===== src/pl3ec_buf.v =====
// message octet buffer with registered read data
`timescale 1ns/1ps
module pl3ec_buf #(
    parameter DW = 8,
    parameter AW = 6
) (
    // clock
    input  wire          clk,
    // write side
    input  wire          wr_en,
    input  wire [AW-1:0] wr_addr,
    input  wire [DW-1:0] wr_data,
    // read side
    input  wire [AW-1:0] rd_addr,
    output reg  [DW-1:0] rd_data
);

reg [DW-1:0] mem [0:(1<<AW)-1];

always @(posedge clk) begin
    if (wr_en) begin
        mem[wr_addr] <= wr_data;
    end
    rd_data <= mem[rd_addr];
end

endmodule


===== config.mk =====
export PLATFORM = sky130hd
export DESIGN_NAME = pl3ec_buf
export DESIGN_NICKNAME = d
export VERILOG_FILES = /design/src/pl3ec_buf.v
export SDC_FILE = /design/constraint.sdc
export NUM_CORES = 1
export LEC_CHECK = 0
export BUFFER_PORTS_ARGS = -buffer_cell sky130_fd_sc_hd__buf_2
export CAP_MARGIN = 20
export CORE_MARGIN = 2
export CORE_UTILIZATION = 25
export CTS_CLUSTER_DIAMETER = 40
export CTS_CLUSTER_SIZE = 25
export DETAILED_ROUTE_END_ITERATION = 10
export GPL_ROUTABILITY_DRIVEN = 0
export HOLD_SLACK_MARGIN = 0.08
export REMOVE_ABC_BUFFERS = 1
export SETUP_SLACK_MARGIN = 0.02
export SLEW_MARGIN = 40
export SYNTH_ARGS = -nofsm -noshare
export SYNTH_HDL_FRONTEND = slang
export SYNTH_SLANG_ARGS = --single-unit

===== constraint.sdc =====
create_clock -name clk -period 5.8 [get_ports clk]
set_input_delay 0.58 -clock clk [delete_from_list [all_inputs] [get_ports clk]]
set_output_delay 0.58 -clock clk [all_outputs]
set_load 0.03 [all_outputs]

==> flow_summary.yaml <==
sta:
  fin_crit_ps: 2900
  max_freq_ghz: 0.345
  setup_viol: 0
  whs_ps: 482
  rsz0062_at_grt: "false"
  slew_violations: 0
  finalSetupTns_ps: 0
  period_share_pct: 49.9
  clock-skew-final_ps: 20.8
  slew_headroom_pct: 42.1
  worstMarginPinSlew_ps: 865
  hold_viol: 0
  setup_ws_ps: 2900
synthesis:
  synth.most_common_cell: "edfxtp_1"
  synth_seq_area_share_pct: 77.0
  synth_top_cell_by_area: "edfxtp_1"
  netlist_area_um2: 20200
  synth_seq_cells: 520
  syn_area_per_cell_um2: 21.5
  synth_area_leaders: "edfxtp_1 (76%), mux4_2 (14%), nor2_1 (1.5%), mux2i_1 (1.1%), dfxtp_1 (0.79%)"
  synth_common_cells: "edfxtp_1 (512), mux4_2 (126), nor2_1 (83), mux2i_1 (23), nand2_1 (19)"
  synth-edff-count: 512
  netlist_instances: 940
  async_flop_share_pct: 0
  yosysWarnings: 0
  synth_top_area_share_pct: 76.2
  synth-main-ff-cell: "edfxtp_1"
  yosysUniqueCellTypes: 40
worst_hold_path:
  worstHoldPathType: "in2reg"
  hold_start: "rd_addr[5]"
  holdPathEnd: "rd_data[4]$_DFF_P_"
  min_path_cells: 3
layout:
  fillers: 7928
  final_util_pct: 28.7
  final-instance-count-excl-fill: 2068
  finalInstanceArea_um2: 23000
  layout.nets: 997
  area_growth_syn_to_layout_pct: 14.2
  drive_gt1_share_pct: 29.7
  diodes: 0
flow_run:
  drv_cap: 0
grt:
  grt_overflow: 0
  grt_max_degree: 65
  grt_first_pass_wirelength_um: 66900
  grt_pass1_vias: 9824
  grt_usage_pct: 10.8
  antenna_found_initial: 2
status:
  status: "complete, no violations"
drt:
  top_layer: "met5"
  drc_errors: 0
  wirelength_met1_um: 19000
  wl_met3_um: 3000
  drtIter0Drc: 1014
  routed-via-count: 9338
  routed_wl_um: 44800
  first_pass_iters: 5
  route.detailed.wl_per_inst_um: 21.6
  via_per_inst: 4.52
  wl_met2_um: 21600
  final_antenna_net_count: 0
place:
  dp.cells: 1991
  dp_hpwl_um: 27000
  port-buffer-count: 29
  postPlaceCellArea_um2: 21500
  preCtsSetupSlack_ps: 2230
setup_path:
  crit_path_max_fanout: 58
  cp_slowest_cell: "a221oi_1"
  critPathArrivalTime_ps: 3320
  critPathCaptureType: "register"
  timing.rr.end: "rd_data[2]$_DFF_P_"
  cp_data_required_time_ps: 6220
  cp_cell_sequence: "clkbuf_8 -> buf_4 -> buf_4 -> mux2i_1 -> a22oi_1 -> a221oi_1 -> o2bb2ai_1"
  r2r_slack_ps: 3650
  critical_path_class: "in2reg"
  reg2reg_depth: 4
  crit_top_cell: "buf_4"
  r2r_start: "mem[41][2]$_DFFE_PP_"
  startpoint_type: "input port"
  slowest_delay_ps: 650
pwr:
  p_leak_nw: 6.83
  peakVddDrop_mv: 0.279
  total_power_mw: 7.53
  p_per_area_nw_per_um2: 327
floorplan:
  die_h_um: 288
  die-area_um2: 83000
  core_um2: 80200
  ioPinCount: 30
  die_w_um: 288
  start_util_pct: 25.2
  num_rows: 104
cts:
  cts_tree: "built"
  cts_made_buffers: 42
  clk_pin_slew_ps: 70
  cts_num_sinks: 520
  cts-resized-gates: 0
  cts-htree-levels: 2
  clock_path_buffers: 3
  insertion_delay_ps: 580
  cts_hold_buf: 0
  cts_setup_buffers: 0
  cts-root-buf: "clkbuf_16"
[cells by family (layout without fill, tap and decap cells)]
group	count (synthesis)	after routing	synth area share [%]
AND/OR/NAND/NOR	153	153	3.39
buffers and inverters	51	119	1.57
flip-flops	520	520	77.0
multiplexers	162	162	15.9
AO/OA/AOI/OAI	54	54	2.07
[metal layers]
metal  GRT usage (%)  vias up
li1                -     4010
met1            14.6     4954
met2            17.5      300
met3            2.03       70
met4            3.76        4
met5               0        -
[critical path: cells and delay by family]
family	cells	cell delay, ps
buffers and inverters	3	1430
AOI/OAI and AO/OA	3	970
muxes	1	260
[power breakdown]
| part | switching, mW | internal, mW | leakage [nW] |
|---|---|---|---|
| clock | 1.46 | 1.51 | 0.693 |
| sequential | 0.0150 | 4.15 | 4.67 |
| combinational | 0.253 | 0.140 | 1.47 |
| total | 1.73 | 5.80 | 6.83 |
[worst max path at each step]
| stage | from | end | depth (start not counted) |
|---|---|---|---|
| 2_1_floorplan | rd_addr[0] | rd_data[4]$_DFF_P_ | 5 |
| 3_3_place_gp | rd_addr[0] | rd_data[2]$_DFF_P_ | 7 |
| 3_5_place_dp | rd_addr[0] | rd_data[2]$_DFF_P_ | 7 |
| 4_1_cts | rd_addr[0] | rd_data[2]$_DFF_P_ | 7 |
| 5_1_grt | rd_addr[0] | rd_data[2]$_DFF_P_ | 7 |
| 6_report | rd_addr[0] | rd_data[2]$_DFF_P_ | 7 |
[state kept, by name (all words and copies together) (netlist names)]
register  count
rd_data       8
mem         512
[layout by cell type, fill, tap and decap left out, drive strengths merged, types with 4 or more instances in the layout]
cell type  Yosys  routed
mux2          13      13
nor2          83      83
mux2i         23      23
edfxtp       512     512
a211oi         4       4
nand2b         7       7
buf           34      41
clkinvlp       0       5
clkbuf        17      47
o221ai         8       8
dfxtp          8       8
nand3         13      13
nor2b         14      14
nor3           7       7
nand2         19      19
a221oi         6       6
o22ai          8       8
inv            0      11
clkinv         0      14
o21ai          4       4
mux4         126     126
[layout make-up]
cell class              count  area (um^2)  share of cell area, %
clock buffers              46         1110                   4.81
clock inverters            31          348                   1.51
multi-input cells         369         4420                   19.2
repair buffers             42          295                   1.28
flip-flops and latches    520        15500                   67.4
well taps                1060         1330                   5.76
(Power assumes the default switching activity.)
